## config.mk

```make
export PLATFORM = sky130hd
export DESIGN_NAME = arp_port
export DESIGN_NICKNAME = d
export VERILOG_FILES = /design/src/rtl/arp_port.v /design/src/rtl/arp_sync.v
export VERILOG_INCLUDE_DIRS = /design/src /design/src/rtl
export SDC_FILE = /design/constraint.sdc
export NUM_CORES = 1
export LEC_CHECK = 0
export ABC_AREA = 1
export BUFFER_PORTS_ARGS = -buffer_cell sky130_fd_sc_hd__buf_4
export CAP_MARGIN = 20
export CORE_ASPECT_RATIO = 1.2
export CORE_MARGIN = 4
export CORE_UTILIZATION = 49
export DETAILED_ROUTE_END_ITERATION = 10
export GPL_ROUTABILITY_DRIVEN = 0
export HOLD_SLACK_MARGIN = 0.02
export PLACE_DENSITY_LB_ADDON = 0.2
export SYNTH_ARGS = -nofsm -noshare
export SYNTH_HDL_FRONTEND = slang
export SYNTH_SLANG_ARGS = --single-unit
```

## constraint.sdc

```tcl
create_clock -name clk_i -period 4.58 [get_ports clk_i]
set_clock_uncertainty 0.05 [all_clocks]
set_input_delay 1.374 -clock clk_i [delete_from_list [all_inputs] [get_ports clk_i]]
set_output_delay 1.374 -clock clk_i [all_outputs]
set_load 0.05 [all_outputs]
```

## src/rtl/arp_defs.vh

```
// Constants for the converter result output port
`ifndef ARP_DEFS_VH
`define ARP_DEFS_VH
`define ARP_DATA_W      16
`define ARP_CHAN_N      8
`define ARP_CHAN_W      3
`define ARP_BIT_CNT_W   4
`define ARP_SER_HALF    4
`define ARP_SER_LAST    4'hF
`define ARP_BIT_SERA    7
`define ARP_BIT_SERB    8
`define ARP_BIT_HBF     14
`define ARP_BIT_BYTESEL 15
`endif

```

## src/rtl/arp_port.v

```verilog
// Result output port: word, byte and dual-line serial readout
`timescale 1ns/1ps
`include "arp_defs.vh"
module arp_port (
	// Clock and reset
	input  wire                          clk_i,
	input  wire                          resetn_i,
	// Mode strap
	input  wire                          interface_select_i,
	// Host strobes
	input  wire                          device_select_n_i,
	input  wire                          read_strobe_n_i,
	// Conversion results, eight channels packed, channel 0 in low bits
	input  wire [`ARP_CHAN_N*`ARP_DATA_W-1:0] results_i,
	input  wire                          results_load_i,
	// Result bus pins
	input  wire [`ARP_DATA_W-1:0]        result_bus_i,
	output reg  [`ARP_DATA_W-1:0]        result_bus_o,
	output reg  [`ARP_DATA_W-1:0]        result_bus_oe_o,
	// Status
	output wire                          byte_mode_o,
	output wire                          serial_mode_o,
	output wire [`ARP_CHAN_W-1:0]        channel_o
);
	// ------------------------------------------------------------
	// Input synchronisers
	// ------------------------------------------------------------
	wire cs_lvl;
	wire cs_fall;
	wire cs_rise;
	wire rd_lvl;
	wire rd_rise;
	wire ifs_lvl;
	wire bsel_lvl;
	wire hbf_lvl;
	wire sclk_rise;

	arp_sync u_cs (.clk_i(clk_i), .resetn_i(resetn_i), .async_i(device_select_n_i),
		.level_o(cs_lvl), .rise_o(cs_rise), .fall_o(cs_fall));
	arp_sync u_rd (.clk_i(clk_i), .resetn_i(resetn_i), .async_i(read_strobe_n_i),
		.level_o(rd_lvl), .rise_o(rd_rise), .fall_o());
	arp_sync u_ifs (.clk_i(clk_i), .resetn_i(resetn_i), .async_i(interface_select_i),
		.level_o(ifs_lvl), .rise_o(), .fall_o());
	arp_sync u_bsel (.clk_i(clk_i), .resetn_i(resetn_i),
		.async_i(result_bus_i[`ARP_BIT_BYTESEL]),
		.level_o(bsel_lvl), .rise_o(), .fall_o());
	arp_sync u_hbf (.clk_i(clk_i), .resetn_i(resetn_i),
		.async_i(result_bus_i[`ARP_BIT_HBF]),
		.level_o(hbf_lvl), .rise_o(), .fall_o());
	// Serial clock shares the read strobe pin
	arp_sync u_sclk (.clk_i(clk_i), .resetn_i(resetn_i), .async_i(read_strobe_n_i),
		.level_o(), .rise_o(sclk_rise), .fall_o());

	// ------------------------------------------------------------
	// Mode decode
	// ------------------------------------------------------------
	localparam [2:0] ST_WORD   = 3'h1;
	localparam [2:0] ST_BYTE   = 3'h2;
	localparam [2:0] ST_SERIAL = 3'h4;

	reg  [2:0] mode;
	always @* begin
		if (!ifs_lvl)
			mode = ST_WORD;
		else if (bsel_lvl)
			mode = ST_BYTE;
		else
			mode = ST_SERIAL;
	end

	assign byte_mode_o   = (mode == ST_BYTE);
	assign serial_mode_o = (mode == ST_SERIAL);

	// ------------------------------------------------------------
	// Result store and read state
	// ------------------------------------------------------------
	reg [`ARP_DATA_W-1:0]   res_r [0:`ARP_CHAN_N-1];
	reg [`ARP_CHAN_W-1:0]   chan_r;
	reg                     second_r;
	reg [`ARP_DATA_W-1:0]   shift_a_r;
	reg [`ARP_DATA_W-1:0]   shift_b_r;
	reg [`ARP_BIT_CNT_W-1:0] bit_cnt_r;
	integer i;

	assign channel_o = chan_r;

	function [`ARP_DATA_W-1:0] arp_pick;
		input [`ARP_CHAN_N*`ARP_DATA_W-1:0] bus;
		input [`ARP_CHAN_W-1:0]             idx;
		begin
			arp_pick = bus[idx*`ARP_DATA_W +: `ARP_DATA_W];
		end
	endfunction

	// Channel index wraps after the last channel
	function [`ARP_CHAN_W-1:0] arp_inc;
		input [`ARP_CHAN_W-1:0] idx;
		begin
			arp_inc = idx + 3'h1;
		end
	endfunction

	wire                   read_act = ~cs_lvl & ~rd_lvl;
	wire [`ARP_DATA_W-1:0] cur      = res_r[chan_r];
	wire [`ARP_CHAN_W-1:0] chan_b   = chan_r + 3'h4;
	wire                   ser_on   = (mode == ST_SERIAL) & ~results_load_i;
	wire                   ser_load = ser_on & cs_fall;
	wire                   ser_step = ser_on & ~cs_fall & ~cs_lvl & sclk_rise;
	wire                   ser_wrap = ser_step & (bit_cnt_r == `ARP_SER_LAST);

	// ------------------------------------------------------------
	// Serial shifters
	// ------------------------------------------------------------
	// Pins follow the next value, so no stale bit shows after select falls
	reg [`ARP_DATA_W-1:0]    shift_a_nxt;
	reg [`ARP_DATA_W-1:0]    shift_b_nxt;
	reg [`ARP_BIT_CNT_W-1:0] bit_cnt_nxt;

	always @* begin
		shift_a_nxt = shift_a_r;
		shift_b_nxt = shift_b_r;
		bit_cnt_nxt = bit_cnt_r;
		if (ser_load) begin
			// Line A carries channel chan_r, line B chan_b four above: lower and upper half for the first four words
			shift_a_nxt = res_r[chan_r];
			shift_b_nxt = res_r[chan_b];
			bit_cnt_nxt = 4'h0;
		end else if (ser_step) begin
			bit_cnt_nxt = bit_cnt_r + 4'h1;
			if (ser_wrap) begin
				// Sixteen bits sent: next channel follows without a gap
				shift_a_nxt = res_r[arp_inc(chan_r)];
				shift_b_nxt = res_r[arp_inc(chan_b)];
			end else begin
				shift_a_nxt = {shift_a_r[`ARP_DATA_W-2:0], 1'b0};
				shift_b_nxt = {shift_b_r[`ARP_DATA_W-2:0], 1'b0};
			end
		end
	end

	// ------------------------------------------------------------
	// Channel, byte phase and shifter registers
	// ------------------------------------------------------------
	always @(posedge clk_i or negedge resetn_i) begin
		if (!resetn_i) begin
			for (i = 0; i < `ARP_CHAN_N; i = i + 1)
				res_r[i] <= 16'h0000;
			chan_r    <= 3'h0;
			second_r  <= 1'b0;
			shift_a_r <= 16'h0000;
			shift_b_r <= 16'h0000;
			bit_cnt_r <= 4'h0;
		end else begin
			shift_a_r <= shift_a_nxt;
			shift_b_r <= shift_b_nxt;
			bit_cnt_r <= bit_cnt_nxt;
			if (results_load_i) begin
				for (i = 0; i < `ARP_CHAN_N; i = i + 1)
					res_r[i] <= arp_pick(results_i, i[`ARP_CHAN_W-1:0]);
				chan_r   <= 3'h0;
				second_r <= 1'b0;
			end else if (mode == ST_WORD && !cs_lvl && rd_rise) begin
				chan_r <= arp_inc(chan_r);
			end else if (mode == ST_BYTE && !cs_lvl && rd_rise) begin
				second_r <= ~second_r;
				if (second_r)
					chan_r <= arp_inc(chan_r);
			end else if (ser_wrap) begin
				chan_r <= arp_inc(chan_r);
			end else if (mode == ST_SERIAL && cs_rise) begin
				chan_r <= 3'h0;
			end
		end
	end

	// ------------------------------------------------------------
	// Pin drive
	// ------------------------------------------------------------
	wire hbf_now = hbf_lvl;
	wire upper   = hbf_now ^ second_r;

	always @(posedge clk_i or negedge resetn_i) begin
		if (!resetn_i) begin
			result_bus_o    <= 16'h0000;
			result_bus_oe_o <= 16'h0000;
		end else begin
			result_bus_o    <= 16'h0000;
			result_bus_oe_o <= 16'h0000;
			case (mode)
			ST_WORD: begin
				if (read_act) begin
					// Includes line 7 and line 14 during a read
					result_bus_o    <= cur;
					result_bus_oe_o <= 16'hFFFF;
				end
			end
			ST_BYTE: begin
				if (read_act) begin
					// Lines 14 and 15 stay inputs; others tied low by host
					result_bus_o[7:0]    <= upper ? cur[15:8] : cur[7:0];
					result_bus_oe_o[7:0] <= 8'hFF;
				end
			end
			ST_SERIAL: begin
				if (!cs_lvl) begin
					result_bus_o[`ARP_BIT_SERA]    <= shift_a_nxt[`ARP_DATA_W-1];
					result_bus_o[`ARP_BIT_SERB]    <= shift_b_nxt[`ARP_DATA_W-1];
					result_bus_oe_o[`ARP_BIT_SERA] <= 1'b1;
					result_bus_oe_o[`ARP_BIT_SERB] <= 1'b1;
				end
			end
			default: begin
				result_bus_o    <= 16'h0000;
				result_bus_oe_o <= 16'h0000;
			end
			endcase
		end
	end
endmodule

```

## src/rtl/arp_sync.v

```verilog
// Two-flop synchroniser with edge detect on the synchronised level
`timescale 1ns/1ps
module arp_sync (
	// Clock and reset
	input  wire clk_i,
	input  wire resetn_i,
	// Asynchronous level in
	input  wire async_i,
	// Synchronised level and edges
	output wire level_o,
	output wire rise_o,
	output wire fall_o
);
	reg meta_r;
	reg sync_r;
	reg last_r;

	always @(posedge clk_i or negedge resetn_i) begin
		if (!resetn_i) begin
			meta_r <= 1'b1;
			sync_r <= 1'b1;
			last_r <= 1'b1;
		end else begin
			meta_r <= async_i;
			sync_r <= meta_r;
			last_r <= sync_r;
		end
	end

	assign level_o = sync_r;
	assign rise_o  = sync_r & ~last_r;
	assign fall_o  = ~sync_r & last_r;
endmodule
```

==> results of run 1 <==
report_power, final:
group	switching (uW)	internal, uW	total [uW]
combinational	460	266	726
sequential	134	1960	2090
clock	767	782	1550
flip-flops by register name, summed over array words and instances, names as in the netlist:
name and count:
u_hbf.meta_r 1, second_r 1, bit_cnt_r 4, u_bsel.level_o 1, u_bsel.meta_r 1, shift_b_r 16, result_bus_o 16, u_sclk.last_r 1
u_sclk.meta_r 1, u_cs.last_r 1, u_cs.meta_r 1, u_sclk.level_o 1, channel_o 3, u_cs.level_o 1, u_hbf.level_o 1, res_r 128
u_ifs.meta_r 1, u_ifs.level_o 1, result_bus_oe_o 4, shift_a_r 16
cell type report:
| type | instances | area, um^2 | share of cell area |
|---|---|---|---|
| Sequential cell | 200 | 5020 | 0.398 |
| Clock buffer | 19 | 464 | 0.0368 |
| Clock inverter | 13 | 151 | 0.0120 |
| Tap cell | 274 | 343 | 0.0272 |
| Timing Repair Buffer | 187 | 1420 | 0.113 |
| Multi-Input combinational cell | 1127 | 4930 | 0.391 |
| Inverter | 72 | 277 | 0.0219 |
stage by stage:
step                      std cells  area [um^2]   util
after floorplan                1507        10800      -
after global placement         1860        12000  0.553
after detailed placement       1860        12000  0.553
after CTS                      1892        12600  0.581
after global routing           1892        12600  0.581
final                          1892        12600  0.581
cell usage after synthesis, types with 3 or more instances:
master    instances
a21oi_1          75
a31oi_1           4
buf_1             6
buf_2            31
buf_4            23
buf_6             5
clkbuf_1         43
dfrtp_1         188
dfstp_2          12
inv_1            65
inv_2             4
nand2_1         679
nand3_1         129
nand4_1          15
nor2_1           44
o211ai_1         14
o21ai_0         108
o21ai_1          34
o22ai_1           3
worst max-delay path, stage by stage, from the launching register on:
cell     delay (ns)
dfrtp_1        0.79
buf_4          0.39
buf_4          0.26
kinds of logic (layout without fill, tap and decap cells):
logic type | count (synthesis) | count (layout) | synth area share
AND/OR/NAND/NOR | 883 | 883 | 0.337
AO/OA/AOI/OAI | 241 | 241 | 0.117
flip-flops | 200 | 200 | 0.465
buffers and inverters | 180 | 291 | 0.0782
adder cells (fa/ha/maj) | 2 | 2 | 0.00232
XOR/XNOR | 1 | 1 | 0.000811
per-layer routing:
layer | share of wire | global-route usage | routed length [um] | up-vias
met5 | 0 | 0 | 0 | -
met4 | 0.038 | 0.102 | 1200 | 0
met3 | 0.071 | 0.0386 | 2250 | 56
met2 | 0.47 | 0.425 | 15000 | 400
met1 | 0.42 | 0.366 | 13300 | 4795
li1 | - | - | - | 5014
worst max path at each step:
| stage | to | slack (ns) | cells past startpoint | from |
|---|---|---|---|---|
| floorplan | shift_a_r[12] | 2.02 | 10 | results_load_i |
| global placement | channel_o[1] | 1.19 | 8 | results_load_i |
| detailed placement | channel_o[2] | 1.15 | 8 | results_load_i |
| CTS | channel_o[1] | 1.31 | 2 | channel_o[1] |
| global route | channel_o[1] | 1.26 | 2 | channel_o[1] |
| finish | channel_o[1] | 1.27 | 2 | channel_o[1] |
==> metrics.csv, run 1 <==
stage;metric;value;unit
setup_path;R2R setup slack;1.55;ns
synth;Async S/R FF share, synth;1.00;
synth;syn nets;1659;
global_route;initial antenna violation count;0;
clock_network;CTS tree;done;
setup_path;Setup CP Type;reg2out;
clock_network;post-cts hold buffer count;0;
timing;setup ws final;1.27;ns
routing;Post-Route WL;31800;um
clock_network;Clock Latency Late Sink;0.44;ns
timing;RSZ-0062 raised after global routing;false;
final_layout;number of fill cells;2140;
final_layout;most frequent cells in the layout;679 x nand2_1, 187 x dfrtp_1, 185 x buf_4;
worst_hold_path;sink of the worst hold path;u_ifs.level_o;
synth;Synth Area per Inst;7.17;um^2
timing;Hold Fails Final Rpt;0;
timing;Final TNS setup;0;ns
global_route;first-pass GRT wire length;50800;um
setup_path;FF-to-FF path depth;10;
status;run status;complete, no violations;
setup_path;WP data required;3.16;ns
routing;Iter 0 DRT Violations;985;
timing;headroom to the max-slew limit;0.346;
worst_hold_path;hold wc startpoint;u_ifs.meta_r;
synth;number of synthesized flops with an enable pin;0;
clock_network;root buf cell;clkbuf_16;
synth;Synth warnings;0;
worst_hold_path;Hold WC Path Type;reg2reg;
timing;fin crit period;3.31;ns
timing;Max Freq;302;MHz
routing;Routed WL per cell;16.8;um
synth;synthesized flop and latch total;200;
clock_network;TritonCTS buffer count;17;
clock_network;CTS sink cnt;200;
synth;largest cells by area after synthesis;dfrtp_1 44%, nand2_1 24%, nand3_1 6.0%, o21ai_0 5.0%, a21oi_1 3.5%;
synth;library cells used by synthesis;36;
global_route;pin count of the biggest net entering global routing;91;
setup_path;maximum fanout along the worst path;18;
setup_path;reg-to-reg endpoint;result_bus_o[7];
timing;Final period util;0.724;
global_route;Overflow after GRT;0;
final_layout;Total Nets Final;1757;
synth;synthesized area;10800;um^2
synth;top-area cell type share of the netlist area;0.436;
global_route;number of global-route vias before repair;9624;
setup_path;Worst setup EP type;output pin;
pwr;P per Cell Area;346;nW/um^2
final_layout;most common cell after layout, fill and taps aside;nand2_1;
routing;first drt pass iteration count;6;
synth;post-synthesis sequential area ratio;0.465;
timing;Slew Viols, Final;0;
timing;hold slack;0.307;ns
placement;PortBufs;172;
routing;vias post-DR;10300;
clock_network;H-Tree Depth;4;
setup_path;crit path DAT;1.89;ns
floorplan;Die Footprint;24500;um^2
floorplan;Site Rows;59;
floorplan;I/O pin count;187;
synth;area leader, netlist;dfrtp_1;
flow_run;max-cap violations;0;
placement;hpwl dp;22300;um
clock_network;post-CTS setup-driven buffer insertion count;0;
synth;synthesized instance count;1507;
pwr;Final Power;4370;uW
setup_path;Worst R2R Start;channel_o[0];
setup_path;startpoint types;flip-flop;
clock_network;post-cts sizing count;0;
global_route;GRT Total Usage;0.265;
routing;antenna viol nets, final;0;
clock_network;Clock Pin Slew Worst Setup and Hold Paths;0.08;ns
timing;slew at the pin with the worst max-slew slack;0.979;ns
routing;drt drc;0;
clock_network;Longest Clk Path Bufs;2;
synth;Synth Flop Type;dfrtp_1;
floorplan;Die Wd;144;um
pwr;P_leak;0.00654;uW
placement;post-placement setup slack;1.15;ns
final_layout;Area Growth Syn to Fin;16.8;%
pwr;Peak VDD IR;0.272;mV
floorplan;Initial Util;0.498;
floorplan;CORE AREA;21700;um^2
final_layout;layout cells sized above 1;0.156;
timing;Setup violations, final;0;
worst_hold_path;hold path depth;0;
routing;Vias/cell;5.43;
final_layout;n_diodes;0;
floorplan;Die Y;171;um
Power figures use the tool's default switching activity.
==> run 2, diff against run 1 <==
--- a/config.mk
+++ b/config.mk
@@ -6,7 +6,7 @@
 export SDC_FILE = /design/constraint.sdc
 export NUM_CORES = 1
 export LEC_CHECK = 0
-export ABC_AREA = 1
+export ABC_AREA = 0
 export BUFFER_PORTS_ARGS = -buffer_cell sky130_fd_sc_hd__buf_4
 export CAP_MARGIN = 20
 export CORE_ASPECT_RATIO = 1.2
==> constraint.sdc (replaced) <==
create_clock -name clk_i -period 3.1 [get_ports clk_i]
set_clock_uncertainty 0.05 [all_clocks]
set_input_delay 0.93 -clock clk_i [delete_from_list [all_inputs] [get_ports clk_i]]
set_output_delay 0.93 -clock clk_i [all_outputs]
set_load 0.05 [all_outputs]
==> run 2 against run 1 <==
Net effect: synthesized area shrank 6.5%; global-route usage down 4.7 points; die area shrank 6.2%; utilization is 1.9 points higher; critical path type unchanged; largest cell class unchanged.
==> metrics.csv, run 2 <==
stage;metric;value;unit
routing;drt drc;0;
timing;Setup violations, final;0;
clock_network;TritonCTS buffer count;17;
synth;synthesized instance count;724;
pwr;Comb pwr share;0.170;
synth;synthesized flop and latch total;200;
routing;Iter 0 DRT Violations;520;
clock_network;Clock Latency Late Sink;0.43;ns
timing;Slew Viols, Final;0;
clock_network;post-CTS setup-driven buffer insertion count;0;
synth;post-synthesis sequential area ratio;0.497;
worst_hold_path;sink of the worst hold path;u_bsel.level_o;
final_layout;max reg flops;128;
routing;Routed WL per cell;21.5;um
routing;vias post-DR;6759;
synth;count leader, synth;dfrtp_1;
floorplan;Site Rows;57;
final_layout;most common cell after layout, fill and taps aside;dfrtp_1;
setup_path;reg-to-reg endpoint;shift_b_r[14];
flow_run;max-cap violations;0;
synth;synthesized area;10100;um^2
synth;syn nets;876;
setup_path;startpoint types;flip-flop;
timing;headroom to the max-slew limit;0.266;
pwr;Peak VDD IR;0.381;mV
pwr;part of the power in registers;0.490;
setup_path;FF-to-FF path depth;6;
final_layout;Most flops, register;res_r;
floorplan;Die Wd;139;um
clock_network;post-cts sizing count;0;
final_layout;number of fill cells;1598;
global_route;GRT Total Usage;0.218;
final_layout;Total Nets Final;1013;
worst_hold_path;Hold WC Path Type;reg2reg;
pwr;Int Pwr;4660;uW
setup_path;WP data required;2.12;ns
pwr;P per Cell Area;525;nW/um^2
synth;number of synthesized flops with an enable pin;0;
final_layout;n_diodes;0;
timing;fin crit period;2.68;ns
setup_path;maximum fanout along the worst path;38;
synth;Synth Area per Inst;13.9;um^2
floorplan;Initial Util;0.498;
pwr;Clk pwr share;0.340;
placement;PortBufs;172;
routing;first drt pass iteration count;5;
synth;top-area cell type share of the netlist area;0.466;
setup_path;Setup CP Type;reg2out;
global_route;pin count of the biggest net entering global routing;129;
final_layout;most frequent cells in the layout;185 x dfrtp_1, 182 x buf_4, 141 x mux2_2;
final_layout;layout cells sized above 1;0.509;
final_layout;Area Growth Syn to Fin;20.4;%
synth;largest cells by area after synthesis;dfrtp_1 47%, mux2_2 16%, mux4_2 15%, mux2i_1 5.2%, dfstp_2 3.1%;
floorplan;Die Footprint;23000;um^2
global_route;number of global-route vias before repair;7241;
clock_network;H-Tree Depth;4;
worst_hold_path;hold wc startpoint;u_bsel.meta_r;
clock_network;Clock Pin Slew Worst Setup and Hold Paths;0.07;ns
final_layout;Multi-input gate area;4740;um^2
floorplan;CORE AREA;20300;um^2
pwr;Net Sw Frac;0.271;
status;run status;complete, no violations;
routing;antenna viol nets, final;0;
setup_path;Worst R2R Start;channel_o[0];
setup_path;R2R setup slack;0.52;ns
setup_path;Worst setup EP type;output pin;
synth;area leader, netlist;dfrtp_1;
global_route;initial antenna violation count;0;
clock_network;root buf cell;clkbuf_16;
setup_path;crit path DAT;1.70;ns
synth;Synth Flop Type;dfrtp_1;
clock_network;Longest Clk Path Bufs;2;
synth;library cells used by synthesis;49;
timing;slew at the pin with the worst max-slew slack;1.10;ns
final_layout;register area;5030;um^2
pwr;P_leak;0.00500;uW
placement;hpwl dp;17500;um
clock_network;CTS sink cnt;200;
routing;Post-Route WL;24500;um
floorplan;Die Y;165;um
timing;hold slack;0.307;ns
setup_path;Critical path origin;channel_o[1];
clock_network;CTS tree;done;
synth;Async S/R FF share, synth;1.00;
synth;Synth warnings;0;
timing;Final TNS setup;0;ns
global_route;Overflow after GRT;0;
clock_network;post-cts hold buffer count;0;
floorplan;I/O pin count;187;
timing;RSZ-0062 raised after global routing;false;
timing;Final period util;0.866;
pwr;Psw;1730;uW
global_route;first-pass GRT wire length;39600;um
timing;Max Freq;373;MHz
worst_hold_path;hold path depth;0;
synth;synth cell count leaders;188 x dfrtp_1, 141 x mux2_2, 65 x mux4_2;
timing;Hold Fails Final Rpt;0;
routing;Vias/cell;5.93;
-- run 2: stage by stage --
| step | cells | utilization | instance area (um^2) | power [uW] | worst slack, ns |
|---|---|---|---|---|---|
| floorplan | 724 | - | 10100 | 3810 | 0.464 |
| global placement | 1107 | 0.572 | 11600 | 4200 | 0.385 |
| detailed placement | 1107 | 0.572 | 11600 | 4260 | 0.318 |
| CTS | 1139 | 0.600 | 12200 | 6450 | 0.355 |
| global route | 1139 | 0.600 | 12200 | 6680 | 0.267 |
| finish | 1139 | 0.600 | 12200 | 6380 | 0.416 |
-- run 2: power groups by stage --
stage	clock network (uW)	registers, uW	logic (uW)
4_1_cts	2230	3130	1090
3_5_place_dp	0	3170	1090
5_1_grt	2340	3170	1170
3_3_place_gp	0	3140	1060
2_1_floorplan	0	3140	665
6_report	2170	3130	1090
-- run 2: logic make-up (layout without fill, tap and decap cells) --
family / after synthesis / count (layout) / share of synthesized area
multiplexers: 258 / 258 / 0.354
AND/OR/NAND/NOR: 98 / 98 / 0.0498
flip-flops: 200 / 200 / 0.497
AO/OA/AOI/OAI: 89 / 89 / 0.0596
adder cells (fa/ha/maj): 2 / 2 / 0.00248
buffers and inverters: 74 / 224 / 0.0343
XOR/XNOR: 3 / 3 / 0.00260
-- run 2: worst max-delay path, cell delays in order, from the launching register on --
cell and delay [ns]:
dfrtp_2 0.37, buf_4 0.57, buf_4 0.32
-- run 2: area by class of cell --
class / instances / area share
inverter: 5 / 0.00154
sequential: 200 / 0.414
clock inverter: 14 / 0.0112
tap: 265 / 0.0273
clock buffer: 18 / 0.0361
timing repair buffer: 187 / 0.120
multi-input combinational: 450 / 0.390
-- run 2: how the worst max path moves through the flow --
stage,endpoint,slack (ns),cells after the start
floorplan,shift_b_r[13],0.46,6
global placement,shift_a_r[4],0.38,6
detailed placement,shift_a_r[1],0.32,6
CTS,channel_o[1],0.36,2
global route,channel_o[1],0.27,2
finish,channel_o[1],0.42,2
-- run 2: layer usage --
| layer | global-route usage | part of all wire | vias to the layer above |
|---|---|---|---|
| li1 | - | - | 3016 |
| met4 | 0.0552 | 0.012 | 0 |
| met3 | 0.0418 | 0.053 | 16 |
| met1 | 0.303 | 0.43 | 3506 |
| met5 | 0 | 0 | - |
| met2 | 0.359 | 0.51 | 221 |
==> run 3, diff against run 2 <==
--- a/config.mk
+++ b/config.mk
@@ -15,7 +15,9 @@
 export DETAILED_ROUTE_END_ITERATION = 10
 export GPL_ROUTABILITY_DRIVEN = 0
 export HOLD_SLACK_MARGIN = 0.02
+export MAX_ROUTING_LAYER = met4
 export PLACE_DENSITY_LB_ADDON = 0.2
 export SYNTH_ARGS = -nofsm -noshare
 export SYNTH_HDL_FRONTEND = slang
 export SYNTH_SLANG_ARGS = --single-unit
+export TNS_END_PERCENT = 100
==> run 3 against run 2 <==
Net effect: via count fell by 0.30%; sequential power barely moved; count of clock-buffer cells in the layout did not move; sequential share of layout area did not move; critical path depth did not move; worst hold slack barely moved; register-to-register slack got worse by 0.02 ns; critical path type unchanged; critical endpoint unchanged; largest power group unchanged.
==> metrics.csv, run 3 (synthesis results as in run 2) <==
stage;metric;value;unit
routing;Vias/cell;5.92;
clock_network;H-Tree Depth;4;
routing;drt drc;0;
floorplan;Initial Util;0.498;
pwr;Int Pwr;4660;uW
setup_path;FF-to-FF path depth;6;
timing;Max Freq;374;MHz
global_route;pin count of the biggest net entering global routing;129;
final_layout;number of fill cells;1598;
floorplan;I/O pin count;187;
clock_network;root buf cell;clkbuf_16;
clock_network;CTS tree;done;
global_route;number of global-route vias before repair;7255;
pwr;P per Cell Area;526;nW/um^2
pwr;Peak VDD IR;0.386;mV
floorplan;Die Y;165;um
final_layout;n_diodes;0;
final_layout;max reg flops;128;
setup_path;WP data required;2.12;ns
placement;Area after DPL;11600;um^2
final_layout;design area;12200;um^2
setup_path;CP top delay family;buffers and inverters;
timing;Final TNS setup;0;ns
setup_path;crit-path cells;buf_4 -> buf_4;
pwr;part of the power in registers;0.489;
placement;hpwl dp;17500;um
pwr;Psw;1740;uW
setup_path;CP bufs+invs;2;
clock_network;TritonCTS buffer count;17;
setup_path;crit path DAT;1.70;ns
final_layout;register area;5030;um^2
final_layout;Area Growth Syn to Fin;20.4;%
clock_network;post-CTS setup-driven buffer insertion count;0;
global_route;first-pass GRT wire length;39600;um
final_layout;Most flops, register;res_r;
routing;Iter 0 DRT Violations;550;
timing;slew at the pin with the worst max-slew slack;1.11;ns
flow_run;max-cap violations;0;
routing;antenna viol nets, final;0;
global_route;GRT Total Usage;0.225;
final_layout;most frequent cells in the layout;185 x dfrtp_1, 182 x buf_4, 141 x mux2_2;
setup_path;Worst path depth;2;
clock_network;post-cts sizing count;0;
timing;headroom to the max-slew limit;0.262;
status;run status;complete, no violations;
timing;Setup violations, final;0;
final_layout;Multi-input gate area;4740;um^2
routing;Post-Route WL;24600;um
routing;Routed WL per cell;21.6;um
placement;PortBufs;172;
pwr;P_leak;0.00500;uW
final_layout;layout cells sized above 1;0.509;
timing;Hold Fails Final Rpt;0;
clock_network;Longest Clk Path Bufs;2;
final_layout;Total Nets Final;1013;
pwr;Clk pwr share;0.341;
floorplan;Die Footprint;23000;um^2
routing;vias post-DR;6739;
floorplan;CORE AREA;20300;um^2
floorplan;Site Rows;57;
routing;first drt pass iteration count;4;
final_layout;most common cell after layout, fill and taps aside;dfrtp_1;
clock_network;Clock Pin Slew Worst Setup and Hold Paths;0.07;ns
timing;RSZ-0062 raised after global routing;false;
pwr;Net Sw Frac;0.272;
floorplan;Die Wd;139;um
setup_path;maximum fanout along the worst path;38;
pwr;Comb pwr share;0.170;
timing;Slew Viols, Final;0;
worst_hold_path;hold path depth;0;
timing;fin crit period;2.68;ns
setup_path;CP dominant cell by count;buf_4;
setup_path;startpoint types;flip-flop;
global_route;Overflow after GRT;0;
clock_network;Clock Latency Late Sink;0.44;ns
clock_network;CTS sink cnt;200;
timing;Final period util;0.863;
setup_path;Worst setup EP type;output pin;
global_route;initial antenna violation count;0;
clock_network;post-cts hold buffer count;0;
setup_path;slowest CP cell;buf_4;
setup_path;crit-path max cell delay;0.57;ns
worst_hold_path;Hold WC Path Type;reg2reg;
setup_path;Setup CP Type;reg2out;
run 3: cell counts in the layout (fill, tap and decap cells not counted):
No cell type changed its count.
run 3: per-layer routing:
metal	up-vias	routed length, um	GRT usage
met2	215	12500	0.359
li1	3013	-	-
met4	0	312	0.0592
met3	21	1140	0.0374
met5	-	0	-
met1	3490	10700	0.305
run 3: worst paths after layout:
check,slack (ns),from,endpoint
hold / removal,0.31,u_bsel.meta_r,u_bsel.level_o
setup / recovery,0.42,channel_o[1],channel_o[1]
setup reg to reg,0.50,channel_o[0],shift_b_r[14]
min in group asynchronous,0.45,resetn_i,result_bus_oe_o[6]
hold reg to reg,0.31,u_bsel.meta_r,u_bsel.level_o
max in group asynchronous,1.76,resetn_i,res_r[112]
run 3: worst register-to-register path: cells and delay by family (launching register included):
kind	cells	cell delay, ns
fa+ha+maj	1	0.41
flops	1	0.49
buf+inv	1	0.47
mux	2	0.67
compound gates	2	0.40
run 3: area by class of cell:
type / instances / area share
Inverter: 5 / 0.00154
Multi-Input combinational cell: 450 / 0.390
Clock inverter: 14 / 0.0112
Sequential cell: 200 / 0.414
Timing Repair Buffer: 187 / 0.120
Tap cell: 265 / 0.0273
Clock buffer: 18 / 0.0361
run 3: power by group through the flow:
stage          registers (uW)  clock network, uW  logic, uW
5_1_grt                  3170               2340       1170
3_5_place_dp             3170                  0       1090
4_1_cts                  3130               2230       1090
6_report                 3130               2180       1080
3_3_place_gp             3140                  0       1060
2_1_floorplan            3140                  0        665
run 3: per-stage QoR:
stage / utilization / hold slack (ns) / worst slack (ns) / power (uW) / cells
2_1_floorplan: - / 0.295 / 0.464 / 3810 / 724
3_3_place_gp: 0.572 / 0.296 / 0.385 / 4200 / 1107
3_5_place_dp: 0.572 / 0.298 / 0.318 / 4260 / 1107
4_1_cts: 0.600 / 0.306 / 0.355 / 6450 / 1139
5_1_grt: 0.600 / 0.308 / 0.269 / 6680 / 1139
6_report: 0.600 / 0.307 / 0.423 / 6400 / 1139
